**src/logic/ssf_pkg.sv**
```systemverilog
// Constants and register map for the supply and transceiver status flag bank
// What this block does
// (RL1) Aux supply low latches after 100 us persistence; clears when gone and read.
// (RL2) Aux supply overcurrent latches after 100 us; clears when gone and read.
// (RL3) Transceiver supply overheat sets on sensor; clears when cool and read.
// (RL4) Transceiver supply undervoltage latches after 100 us; clears when gone and read.
// (RL5) Transceiver supply overcurrent latches after 100 us; clears when gone and read.
// (RL6) Sense input low latches after 100 us; clears when gone and read.
// (RL7) Battery input undervoltage latches after 100 us; clears when gone and read.
// (RL8) Core supply overcurrent in run mode latches after 100 us; clears when gone and read.
// (RL9) Core overcurrent in low-power supply-on mode latches separately after 100 us.
// (RL10) Core overheat sets on thermal shutdown; clears after recovery and read.
// (RL11) Short reset pulse under 100 ms sets flag; clears after pulse ends and read.
// (RL12) Battery lost sets below fail level; clears when above and read.
// (RL13) Driver state reads live: 1 enabled, 0 disabled.
// (RL14) Driver disabled by receive-only command or stuck dominant transmit failure.
// (RL15) Receiver state reads live; disabled by command such as sleep.
// (RL16) Wake receiver state reads live; host controlled, enabled after reset.
// (RL17) Reading transceiver status never alters the live state flags.
// (RL18) Wake-source flag sets on bus wake, clears on read.
// (RL19) Persistence filter restarts whenever the condition drops early.
// (RL20) Clear on read only takes effect if the condition is absent at the read.
package ssf_pkg;

  // ****************************************
  // Timing
  // ****************************************
  localparam int CLK_MHZ        = 125;
  localparam int FILT_TIME_US   = 100;
  localparam int FILT_CYCLES    = FILT_TIME_US * CLK_MHZ;
  localparam int SHORT_RST_MS   = 100;
  localparam int SHORT_RST_CYC  = SHORT_RST_MS * 1000 * CLK_MHZ;

  // ****************************************
  // Register map (word offsets)
  // ****************************************
  localparam logic [3:0] REG_SUPPLY = 4'h0;
  localparam logic [3:0] REG_XCVR   = 4'h1;
  localparam logic [3:0] REG_CTRL   = 4'h2;

  // Supply flag bit positions
  localparam int B_AUX_LOW  = 0;
  localparam int B_AUX_OC   = 1;
  localparam int B_XS_HOT   = 2;
  localparam int B_XS_UV    = 3;
  localparam int B_XS_OC    = 4;
  localparam int B_SENSE    = 5;
  localparam int B_BAT_UV   = 6;
  localparam int B_CORE_OCR = 7;
  localparam int B_CORE_OCL = 8;
  localparam int B_CORE_HOT = 9;
  localparam int B_SHORT_RST = 10;
  localparam int B_BAT_LOST = 11;
  localparam int N_SUP      = 12;

  // Transceiver status bit positions
  localparam int X_DRV  = 0;
  localparam int X_RCV  = 1;
  localparam int X_WAKE = 2;
  localparam int X_WSRC = 3;

  // Control bit positions and reset value
  localparam int C_RXONLY = 0;
  localparam int C_SLEEP  = 1;
  localparam int C_WAKEEN = 2;
  localparam logic [2:0] CTRL_RST = 3'h4;

endpackage

```
**src/logic/ssf_flags.sv**
```systemverilog
// Status flag bank for the supply monitors and transceiver state
`timescale 1ns/1ns
module ssf_flags #(
  parameter int FILT_CYC  = ssf_pkg::FILT_CYCLES,   // Persistence time in cycles
  parameter int SHORT_CYC = ssf_pkg::SHORT_RST_CYC  // Short reset pulse limit
) (
  input  wire logic        core_clk,          // 125 MHz clock
  input  wire logic        rst_b,             // Sync reset, active low
  input  wire logic [3:0]  addr,              // Register word address
  input  wire logic [31:0] wdata,             // Write data
  input  wire logic        wr,                // Write strobe
  input  wire logic        rd,                // Read strobe
  output logic      [31:0] rdata,             // Read data, cycle after rd
  input  wire logic        aux_uv,            // Aux output under threshold
  input  wire logic        aux_oc,            // Aux current over limit
  input  wire logic        xs_hot,            // Transceiver supply sensor hot
  input  wire logic        xs_uv,             // Transceiver supply under threshold
  input  wire logic        xs_oc,             // Transceiver supply over current
  input  wire logic        sense_low,         // Sense pin under threshold
  input  wire logic        bat_low,           // Battery pin under threshold
  input  wire logic        core_oc,           // Core current over run limit
  input  wire logic        core_oc_lp,        // Core current over low-power limit
  input  wire logic        run_mode,          // Device in run mode
  input  wire logic        lp_on_mode,        // Low-power mode, core kept on
  input  wire logic        core_off_hot,      // Core switched off for heat
  input  wire logic        reset_pin_b,       // Reset pin level, active low
  input  wire logic        bat_fail,          // Battery under fail level
  input  wire logic        txd_stuck,         // Stuck dominant transmit failure
  input  wire logic        bus_wake,          // Bus wake detected, pulse
  output logic             drv_en,            // Transceiver driver enable
  output logic             rcv_en,            // Receiver enable
  output logic             wake_rcv_en        // Wake receiver enable
);

  localparam int CW = $clog2((SHORT_CYC > FILT_CYC ? SHORT_CYC : FILT_CYC) + 1);

  // ****************************************
  // Condition vector and persistence
  // ****************************************
  logic [ssf_pkg::N_SUP-1:0] cond;
  logic [ssf_pkg::N_SUP-1:0] filt;
  logic [ssf_pkg::N_SUP-1:0] flag_q;
  logic [CW-1:0]             cnt_q [ssf_pkg::N_SUP];
  logic [CW-1:0]             rst_cnt_q;
  logic                      rst_pin_q;
  logic                      short_ev;
  logic                      rd_sup;
  logic                      rd_x;
  logic [2:0]                ctrl_q;
  logic                      wsrc_q;

  // ****************************************
  // Helpers
  // ****************************************
  // Filter expiry test, shared by every timed flag and its checks except a_aux_low_set
  function automatic logic filt_done(input logic [CW-1:0] c);
    return c == CW'(FILT_CYC);
  endfunction

  // Strobe and address decode, shared by the read and write paths
  function automatic logic addr_hit(input logic s, input logic [3:0] a, input logic [3:0] w);
    return s && (a == w);
  endfunction

  // Raw conditions; short reset uses its own detector
  always_comb begin
    cond = '0;
    cond[ssf_pkg::B_AUX_LOW]   = aux_uv;
    cond[ssf_pkg::B_AUX_OC]    = aux_oc;
    cond[ssf_pkg::B_XS_HOT]    = xs_hot;
    cond[ssf_pkg::B_XS_UV]     = xs_uv;
    cond[ssf_pkg::B_XS_OC]     = xs_oc;
    cond[ssf_pkg::B_SENSE]     = sense_low;
    cond[ssf_pkg::B_BAT_UV]    = bat_low;
    cond[ssf_pkg::B_CORE_OCR]  = core_oc && run_mode;      // RL8
    cond[ssf_pkg::B_CORE_OCL]  = core_oc_lp && lp_on_mode; // RL9
    cond[ssf_pkg::B_CORE_HOT]  = core_off_hot;
    cond[ssf_pkg::B_SHORT_RST] = !reset_pin_b;
    cond[ssf_pkg::B_BAT_LOST]  = bat_fail;
  end

  // Filter counters restart when a condition drops before expiry
  always_ff @(posedge core_clk) begin
    for (int i = 0; i < ssf_pkg::N_SUP; i++) begin
      if (!rst_b || !cond[i]) begin
        cnt_q[i] <= '0; // RL19
      end else if (!filt_done(cnt_q[i])) begin
        cnt_q[i] <= cnt_q[i] + CW'(1);
      end
    end
  end

  // Timed flags need full persistence; event flags set at once
  always_comb begin
    filt = cond;
    filt[ssf_pkg::B_AUX_LOW]  = filt_done(cnt_q[ssf_pkg::B_AUX_LOW]);  // RL1
    filt[ssf_pkg::B_AUX_OC]   = filt_done(cnt_q[ssf_pkg::B_AUX_OC]);   // RL2
    filt[ssf_pkg::B_XS_UV]    = filt_done(cnt_q[ssf_pkg::B_XS_UV]);    // RL4
    filt[ssf_pkg::B_XS_OC]    = filt_done(cnt_q[ssf_pkg::B_XS_OC]);    // RL5
    filt[ssf_pkg::B_SENSE]    = filt_done(cnt_q[ssf_pkg::B_SENSE]);    // RL6
    filt[ssf_pkg::B_BAT_UV]   = filt_done(cnt_q[ssf_pkg::B_BAT_UV]);   // RL7
    filt[ssf_pkg::B_CORE_OCR] = filt_done(cnt_q[ssf_pkg::B_CORE_OCR]); // RL8
    filt[ssf_pkg::B_CORE_OCL] = filt_done(cnt_q[ssf_pkg::B_CORE_OCL]); // RL9
    filt[ssf_pkg::B_SHORT_RST] = short_ev;
  end

  // ****************************************
  // Short reset pulse detector
  // ****************************************
  // Long pulses saturate the counter and are not reported
  always_ff @(posedge core_clk) begin
    if (!rst_b) begin
      rst_pin_q <= 1'b1;
      rst_cnt_q <= '0;
    end else begin
      rst_pin_q <= reset_pin_b;
      if (reset_pin_b) begin
        rst_cnt_q <= '0;
      end else if (rst_cnt_q != CW'(SHORT_CYC)) begin
        rst_cnt_q <= rst_cnt_q + CW'(1);
      end
    end
  end

  // Rising edge of the pin with a pulse shorter than the limit
  assign short_ev = reset_pin_b && !rst_pin_q && (rst_cnt_q < CW'(SHORT_CYC)); // RL11

  // ****************************************
  // Latched supply flags
  // ****************************************
  assign rd_sup = addr_hit(rd, addr, ssf_pkg::REG_SUPPLY);
  assign rd_x   = addr_hit(rd, addr, ssf_pkg::REG_XCVR);

  // Set wins over clear; read clears only if the cause is gone.
  // The short reset cause is the pin being low.
  always_ff @(posedge core_clk) begin
    if (!rst_b) begin
      flag_q <= '0;
    end else begin
      flag_q <= filt | (flag_q & ~({ssf_pkg::N_SUP{rd_sup}} & ~cond)); // RL20 RL3 RL10 RL12
    end
  end

  // ****************************************
  // Transceiver control and live state
  // ****************************************
  always_ff @(posedge core_clk) begin
    if (!rst_b) begin
      ctrl_q <= ssf_pkg::CTRL_RST; // RL16
    end else if (addr_hit(wr, addr, ssf_pkg::REG_CTRL)) begin
      ctrl_q <= wdata[2:0];
    end
  end

  // Enables register the command and failure state; reads never touch them
  always_ff @(posedge core_clk) begin
    if (!rst_b) begin
      drv_en      <= 1'b0;
      rcv_en      <= 1'b0;
      wake_rcv_en <= 1'b0;
    end else begin
      drv_en      <= !ctrl_q[ssf_pkg::C_RXONLY] && !ctrl_q[ssf_pkg::C_SLEEP]
                     && !txd_stuck;                   // RL14
      rcv_en      <= !ctrl_q[ssf_pkg::C_SLEEP];      // RL15
      wake_rcv_en <= ctrl_q[ssf_pkg::C_WAKEEN];      // RL16 RL17
    end
  end

  // Wake source flag: set wins over read clear
  always_ff @(posedge core_clk) begin
    if (!rst_b) begin
      wsrc_q <= 1'b0;
    end else begin
      wsrc_q <= bus_wake || (wsrc_q && !rd_x); // RL18
    end
  end

  // ****************************************
  // Read port
  // ****************************************
  // Unmapped addresses read zero
  always_ff @(posedge core_clk) begin
    if (!rst_b) begin
      rdata <= '0;
    end else if (rd_sup) begin
      rdata <= {{(32 - ssf_pkg::N_SUP){1'b0}}, flag_q};
    end else if (rd_x) begin
      rdata <= {28'h0, wsrc_q, wake_rcv_en, rcv_en, drv_en}; // RL13 RL17
    end else if (addr_hit(rd, addr, ssf_pkg::REG_CTRL)) begin
      rdata <= {29'h0, ctrl_q};
    end else begin
      rdata <= '0;
    end
  end

  // ****************************************
  // Checks
  // ****************************************
  a_aux_low_set: assert property (@(posedge core_clk) disable iff (!rst_b) // RL1
    (cnt_q[ssf_pkg::B_AUX_LOW] == CW'(FILT_CYC)) |=> flag_q[ssf_pkg::B_AUX_LOW])
    else $error("aux low flag not set after filter");

  a_filt_restart: assert property (@(posedge core_clk) disable iff (!rst_b) // RL19
    !aux_oc |=> cnt_q[ssf_pkg::B_AUX_OC] == '0)
    else $error("filter did not restart");

  a_clear_held: assert property (@(posedge core_clk) disable iff (!rst_b) // RL20
    (rd_sup && flag_q[ssf_pkg::B_XS_HOT] && xs_hot) |=> flag_q[ssf_pkg::B_XS_HOT])
    else $error("flag cleared while cause present");

  a_clear_read: assert property (@(posedge core_clk) disable iff (!rst_b) // RL12
    (rd_sup && !bat_fail) |=> !flag_q[ssf_pkg::B_BAT_LOST])
    else $error("battery lost not cleared");

  a_core_hot: assert property (@(posedge core_clk) disable iff (!rst_b) // RL10
    core_off_hot |=> flag_q[ssf_pkg::B_CORE_HOT])
    else $error("core overheat not set");

  a_run_gate: assert property (@(posedge core_clk) disable iff (!rst_b) // RL8
    !run_mode |=> cnt_q[ssf_pkg::B_CORE_OCR] == '0)
    else $error("run overcurrent counted outside run");

  a_drv_stuck: assert property (@(posedge core_clk) disable iff (!rst_b) // RL14
    txd_stuck |=> !drv_en)
    else $error("driver enabled with stuck transmit");

  a_wake_src: assert property (@(posedge core_clk) disable iff (!rst_b) // RL18
    bus_wake |=> wsrc_q)
    else $error("wake source flag lost");

  a_wake_clear: assert property (@(posedge core_clk) disable iff (!rst_b) // RL18
    (rd_x && !bus_wake) |=> !wsrc_q)
    else $error("wake source flag not cleared by read");

  a_rdata_x: assert property (@(posedge core_clk) disable iff (!rst_b) // RL13
    rd_x |=> rdata[0] == $past(drv_en))
    else $error("driver state misreported");

  // Timed flags set once their filter has expired
  a_aux_oc_set: assert property (@(posedge core_clk) disable iff (!rst_b) // RL2
    filt_done(cnt_q[ssf_pkg::B_AUX_OC]) |=> flag_q[ssf_pkg::B_AUX_OC])
    else $error("aux overcurrent flag not set after filter");

  a_xs_uv_set: assert property (@(posedge core_clk) disable iff (!rst_b) // RL4
    filt_done(cnt_q[ssf_pkg::B_XS_UV]) |=> flag_q[ssf_pkg::B_XS_UV])
    else $error("transceiver undervoltage flag not set");

  a_xs_oc_set: assert property (@(posedge core_clk) disable iff (!rst_b) // RL5
    filt_done(cnt_q[ssf_pkg::B_XS_OC]) |=> flag_q[ssf_pkg::B_XS_OC])
    else $error("transceiver overcurrent flag not set");

  a_sense_set: assert property (@(posedge core_clk) disable iff (!rst_b) // RL6
    filt_done(cnt_q[ssf_pkg::B_SENSE]) |=> flag_q[ssf_pkg::B_SENSE])
    else $error("sense low flag not set");

  a_bat_uv_set: assert property (@(posedge core_clk) disable iff (!rst_b) // RL7
    filt_done(cnt_q[ssf_pkg::B_BAT_UV]) |=> flag_q[ssf_pkg::B_BAT_UV])
    else $error("battery undervoltage flag not set");

  a_core_run_set: assert property (@(posedge core_clk) disable iff (!rst_b) // RL8
    filt_done(cnt_q[ssf_pkg::B_CORE_OCR]) |=> flag_q[ssf_pkg::B_CORE_OCR])
    else $error("run overcurrent flag not set");

  a_core_lp_set: assert property (@(posedge core_clk) disable iff (!rst_b) // RL9
    filt_done(cnt_q[ssf_pkg::B_CORE_OCL]) |=> flag_q[ssf_pkg::B_CORE_OCL])
    else $error("low-power overcurrent flag not set");

  a_no_early_set: assert property (@(posedge core_clk) disable iff (!rst_b) // RL19
    (!filt_done(cnt_q[ssf_pkg::B_AUX_LOW]) && !flag_q[ssf_pkg::B_AUX_LOW])
    |=> !flag_q[ssf_pkg::B_AUX_LOW])
    else $error("aux low flag set before filter expiry");

  // Event flags set in the cycle after their cause
  a_xs_hot_set: assert property (@(posedge core_clk) disable iff (!rst_b) // RL3
    xs_hot |=> flag_q[ssf_pkg::B_XS_HOT])
    else $error("transceiver overheat flag not set");

  a_bat_lost_set: assert property (@(posedge core_clk) disable iff (!rst_b) // RL12
    bat_fail |=> flag_q[ssf_pkg::B_BAT_LOST])
    else $error("battery lost flag not set");

  a_short_set: assert property (@(posedge core_clk) disable iff (!rst_b) // RL11
    short_ev |=> flag_q[ssf_pkg::B_SHORT_RST])
    else $error("short reset flag not set");

  a_short_quiet: assert property (@(posedge core_clk) disable iff (!rst_b) // RL11
    (!flag_q[ssf_pkg::B_SHORT_RST] && !short_ev) |=> !flag_q[ssf_pkg::B_SHORT_RST])
    else $error("short reset flag set without short pulse");

  // Read clears only flags whose cause is already gone
  a_aux_clear: assert property (@(posedge core_clk) disable iff (!rst_b) // RL1
    (rd_sup && !aux_uv && cnt_q[ssf_pkg::B_AUX_LOW] == '0) |=> !flag_q[ssf_pkg::B_AUX_LOW])
    else $error("aux low flag not cleared by read");

  a_xs_hot_clear: assert property (@(posedge core_clk) disable iff (!rst_b) // RL3
    (rd_sup && !xs_hot) |=> !flag_q[ssf_pkg::B_XS_HOT])
    else $error("transceiver overheat flag not cleared");

  a_core_hot_clear: assert property (@(posedge core_clk) disable iff (!rst_b) // RL10
    (rd_sup && !core_off_hot) |=> !flag_q[ssf_pkg::B_CORE_HOT])
    else $error("core overheat flag not cleared");

  a_short_clear: assert property (@(posedge core_clk) disable iff (!rst_b) // RL11
    (rd_sup && reset_pin_b && !short_ev) |=> !flag_q[ssf_pkg::B_SHORT_RST])
    else $error("short reset flag not cleared");

  a_held_oc: assert property (@(posedge core_clk) disable iff (!rst_b) // RL20
    (rd_sup && flag_q[ssf_pkg::B_XS_OC] && xs_oc) |=> flag_q[ssf_pkg::B_XS_OC])
    else $error("overcurrent flag cleared while cause present");

  // Low-power overcurrent only counts in its own mode
  a_lp_gate: assert property (@(posedge core_clk) disable iff (!rst_b) // RL9
    !lp_on_mode |=> cnt_q[ssf_pkg::B_CORE_OCL] == '0)
    else $error("low-power overcurrent counted outside mode");

  // Live enables follow control and failure one cycle later
  a_drv_rxonly: assert property (@(posedge core_clk) disable iff (!rst_b) // RL14
    ctrl_q[ssf_pkg::C_RXONLY] |=> !drv_en)
    else $error("driver enabled in receive-only mode");

  a_drv_on: assert property (@(posedge core_clk) disable iff (!rst_b) // RL14
    (!ctrl_q[ssf_pkg::C_RXONLY] && !ctrl_q[ssf_pkg::C_SLEEP] && !txd_stuck) |=> drv_en)
    else $error("driver not enabled");

  a_rcv_sleep: assert property (@(posedge core_clk) disable iff (!rst_b) // RL15
    ctrl_q[ssf_pkg::C_SLEEP] |=> !rcv_en)
    else $error("receiver enabled in sleep");

  a_rcv_on: assert property (@(posedge core_clk) disable iff (!rst_b) // RL15
    !ctrl_q[ssf_pkg::C_SLEEP] |=> rcv_en)
    else $error("receiver not enabled");

  a_wake_follow: assert property (@(posedge core_clk) disable iff (!rst_b) // RL16
    ctrl_q[ssf_pkg::C_WAKEEN] |=> wake_rcv_en)
    else $error("wake receiver not enabled");

  a_wake_off: assert property (@(posedge core_clk) disable iff (!rst_b) // RL16
    !ctrl_q[ssf_pkg::C_WAKEEN] |=> !wake_rcv_en)
    else $error("wake receiver not disabled");

  a_live_stable: assert property (@(posedge core_clk) disable iff (!rst_b) // RL17
    (rd_x && $stable(ctrl_q) && $stable(txd_stuck)) |=> $stable(drv_en) && $stable(rcv_en)
    && $stable(wake_rcv_en))
    else $error("live state changed by status read");

  a_rdata_rcv: assert property (@(posedge core_clk) disable iff (!rst_b) // RL15
    rd_x |=> rdata[ssf_pkg::X_RCV] == $past(rcv_en))
    else $error("receiver state misreported");

  a_rdata_wake: assert property (@(posedge core_clk) disable iff (!rst_b) // RL16
    rd_x |=> rdata[ssf_pkg::X_WAKE] == $past(wake_rcv_en))
    else $error("wake receiver state misreported");

endmodule

```
**config.mk**
```make
export PLATFORM = sky130hd
export DESIGN_NAME = ssf_flags
export DESIGN_NICKNAME = d
export VERILOG_FILES = /design/src/logic/ssf_pkg.sv /design/src/logic/ssf_flags.sv
export SDC_FILE = /design/constraint.sdc
export NUM_CORES = 1
export LEC_CHECK = 0
export BUFFER_PORTS_ARGS = -buffer_cell sky130_fd_sc_hd__clkbuf_2
export CORE_ASPECT_RATIO = 2
export CORE_MARGIN = 1
export CORE_UTILIZATION = 55
export CTS_CLUSTER_DIAMETER = 40
export DETAILED_ROUTE_END_ITERATION = 10
export GPL_ROUTABILITY_DRIVEN = 0
export GPL_TIMING_DRIVEN = 0
export PLACE_DENSITY = 0.82
export SYNTH_ARGS = -nofsm -noshare
export SYNTH_HDL_FRONTEND = slang
export SYNTH_SLANG_ARGS = --single-unit
```
**constraint.sdc**
```tcl
create_clock -name core_clk -period 2.73 [get_ports core_clk]
set_input_delay 0 -clock core_clk [delete_from_list [all_inputs] [get_ports core_clk]]
set_output_delay 0 -clock core_clk [all_outputs]
set_load 0.02 [all_outputs]
```
==> summary.txt <==
Final Hold Viols - 0
Cell breakdown of the critical path - inv_1 -> ha_1 -> nor4b_1 -> nand4_1 -> or3_1 -> or2_2
Htree depth - 1
Worst-path maximum fanout - 24
CP required - 2.94 ns
DR WL/cell - 17.2 um
Port bufs - 40
Dpl cells - 1706
Min-delay src - addr[0]
Post-synthesis compound-gate area fraction - 9.93%
Max clock buf depth - 3
Starting density of the core - 55.8%
Worst EP arrival - 2.82 ns
Root Buffer - clkbuf_16
Die ar. - 25400 um2
Num rows - 81
Fill count - 1965
Main combinational cell family by area after synthesis - simple AND/OR/NAND/NOR gates
Post-synthesis mux area share - 0.516%
Fmax - 384 MHz
Count of final max-slew check failures - 0
Startpoint Class - flip-flop
Power Total - 0.00813 W
Core Util, Final - 63.6%
RSZ-0062 raised after global routing - no
Post-synthesis xor/xnor area fraction - 6.84%
Met3 usage - 2.76%
Detailed-router iteration count before antenna repair - 5
CP Capture Type - flip-flop
Synthesized-area fraction occupied by adder cells - 1.66%
Final Net Count - 1549
Layout cell share with drive strength beyond 1 - 10.3%
Layout area overhead - 13.9%
Warnings, synthesis - 0
Dpl hpwl - 21.8 mm
N_diodes - 0
Synthesized area - 13600 um2
Vias in the first global route - 11152
Die H - 224 um
Post-CTS setup buffer count - 0
Slowest cell on crit path - or2_2
Syn_area_per_cell - 10.0 um2
All-Layer GR Usage - 24.5%
Worst-Margin Slew - 1.04 ns
Hold Slack - 0.0677 ns
CTS tree - built
Mapped Cells - 1357
DRT antenna net count - 0
CP startpoint - cnt_q[1][48]
GRT overflow - 0
Initial DRC count - 666
Final cell count without fillers - 1787
Core region area - 24300 um2
Ys async rst share - 0%
Slew headroom - 30.5%
Setup violations, final - 0
Peak VDD IR - 0.531 mV
Largest net degree at the start of global routing - 25
Vias - 11068
Biggest cell delay along the critical path - 0.56 ns
Clk Latency, worst-skew pair - 0.55 ns
Post-synth EDFFs - 192
Drt via density - 6.19
Register area share after synthesis - 50.7%
Final worst-path cycle share - 95.4%
Hold WC Path Type - in2reg
Chip width - 113 um
Reg-to-reg startpoint - cnt_q[1][48]
WL final - 30.8 mm
Initial antenna violation count - 3
First-pass GRT wire length - 51.2 mm
Kind of critical path - reg2reg
Clock sinks - 248
Pwr Density - 526 nW/um2
Synth Area in Simple Gates - 25.9%
Lkg Pwr - 5.25 nW
Main synth FF type - edfxtp_1
Fin crit period - 2.60 ns
I/O pin cnt - 91
DRC viols - 0
Register bit total from synthesis - 248
Met2 GRT Util - 47.5%
Reg clk slew, reported paths - 0.06 ns
Busiest grt layer - met2
Inserted Clock Buffers - 28
Met1 Usage GRT - 25.7%
Yosys cell types - 58
Max Cap Violations - 0
Status - finished clean
Clock skew - 0.0178 ns
==> cell usage in the layout, fill, tap and decap left out, types with 23 or more instances in the layout <==
master / n
or4_1: 54
clkbuf_2: 41
and4_1: 32
clkbuf_16: 30
and3_1: 23
dlygate4sd3_1: 29
edfxtp_1: 192
o21ai_0: 54
o31ai_1: 47
a21oi_1: 100
dfxtp_1: 56
xor2_1: 67
inv_1: 49
nand3_1: 74
nand2_1: 78
clkbuf_1: 40
xnor2_1: 39
nor2_1: 138
nand4_1: 71
or3_1: 48
nor4_1: 32
==> final timing paths <==
path / cells past startpoint / to / slack, ns
setup reg to reg: 6 / cnt_q[1][56] / 0.13
setup / recovery: 6 / cnt_q[1][56] / 0.13
hold reg to reg: 1 / rcv_en / 0.46
hold / removal: 5 / rdata[1] / 0.07
==> where the power goes <==
group | internal (W) | switching (W) | leakage, nW | total (W)
combinational | 0.000109 | 0.000158 | 1.98 | 0.000267
clock | 0.00224 | 0.00157 | 0.455 | 0.00381
sequential | 0.00403 | 0.0000196 | 2.82 | 0.00405
total | 0.00638 | 0.00175 | 5.25 | 0.00813
==> sequential cells by signal (all words and copies together), names as in the netlist <==
signal / cells
rcv_en: 1
rst_cnt_q: 24
wsrc_q: 1
rdata: 12
rst_pin_q: 1
flag_q: 12
wake_rcv_en: 1
drv_en: 1
cnt_q: 192
ctrl_q: 3
==> cell families after synthesis <==
group                      Yosys count
adders and majority gates           18
AOI/OAI and AO/OA                  224
xor gates and xnor gates           106
muxes                                7
buffers and inverters              126
and+or+nand+nor                    627
DFF                                248
other                                1
==> layer usage <==
layer  up-vias  share of wire [%]
met2       377                 55
met3       111                4.6
li1       5306                  -
met1      5268                 36
met5         -               0.12
met4         6                4.2
==> synthesized netlist by cell type (5+ instances only) <==
master    count  area, um2
or4_1        54        405
dfxtp_1      56       1120
o21ai_0      54        270
nor2b_1       9       56.3
mux2i_1       7       70.1
nand4_1      71        444
and4_1       32        280
edfxtp_1    192       5770
xor2_1       67        587
nor2_1      138        518
a21oi_1     100        500
nor3_1       10       50.1
o31ai_1      47        353
buf_2        17       85.1
nor4_1       32        200
nand2_1      78        293
or3_1        49        307
nand3_1      74        370
nand2b_1      5       31.3
a21boi_0      9       67.6
buf_4        22        165
ha_1         18        225
clkbuf_1     33        124
and2_1       12       75.1
and3_1       23        144
inv_1        49        184
nor4b_1       7       61.3
or2_2         9       56.3
xnor2_1      39        342
==> through the flow <==
step	setup TNS, ns	worst slack [ns]	area [um2]
final	0	0.126	15500
after global routing	0	0.0276	15500
after CTS	0	0.0436	15400
after detailed placement	-9.50	-0.166	14200
after global placement	-7.38	-0.162	14200
after floorplan	0	0.194	13600
==> layout make-up <==
class,count,area (um2),area share [%]
repair buffers,69,490,3.17
clock buffers,38,791,5.11
multi-input cells,1002,6190,40.0
well taps,290,363,2.35
clock inverters,14,143,0.923
plain buffers,77,417,2.69
inverters,49,184,1.19
flip-flops and latches,248,6890,44.5
==> worst max-delay path, delay by kind of cell (launching register included) <==
family	cells	cell delay, ns
buf+inv	1	0.09
flops	1	0.46
simple gates	4	1.57
fa+ha+maj	1	0.15
==> what timing repair did <==
item | in CTS | in global routing
endpoints found under the setup margin | 72 | 41
hold endpoints to repair | 41 | 0
hold buffers | 29 | 0
gates cloned | 0 | 0
resized for setup | 4 | 3
(Power assumes the default switching activity.)
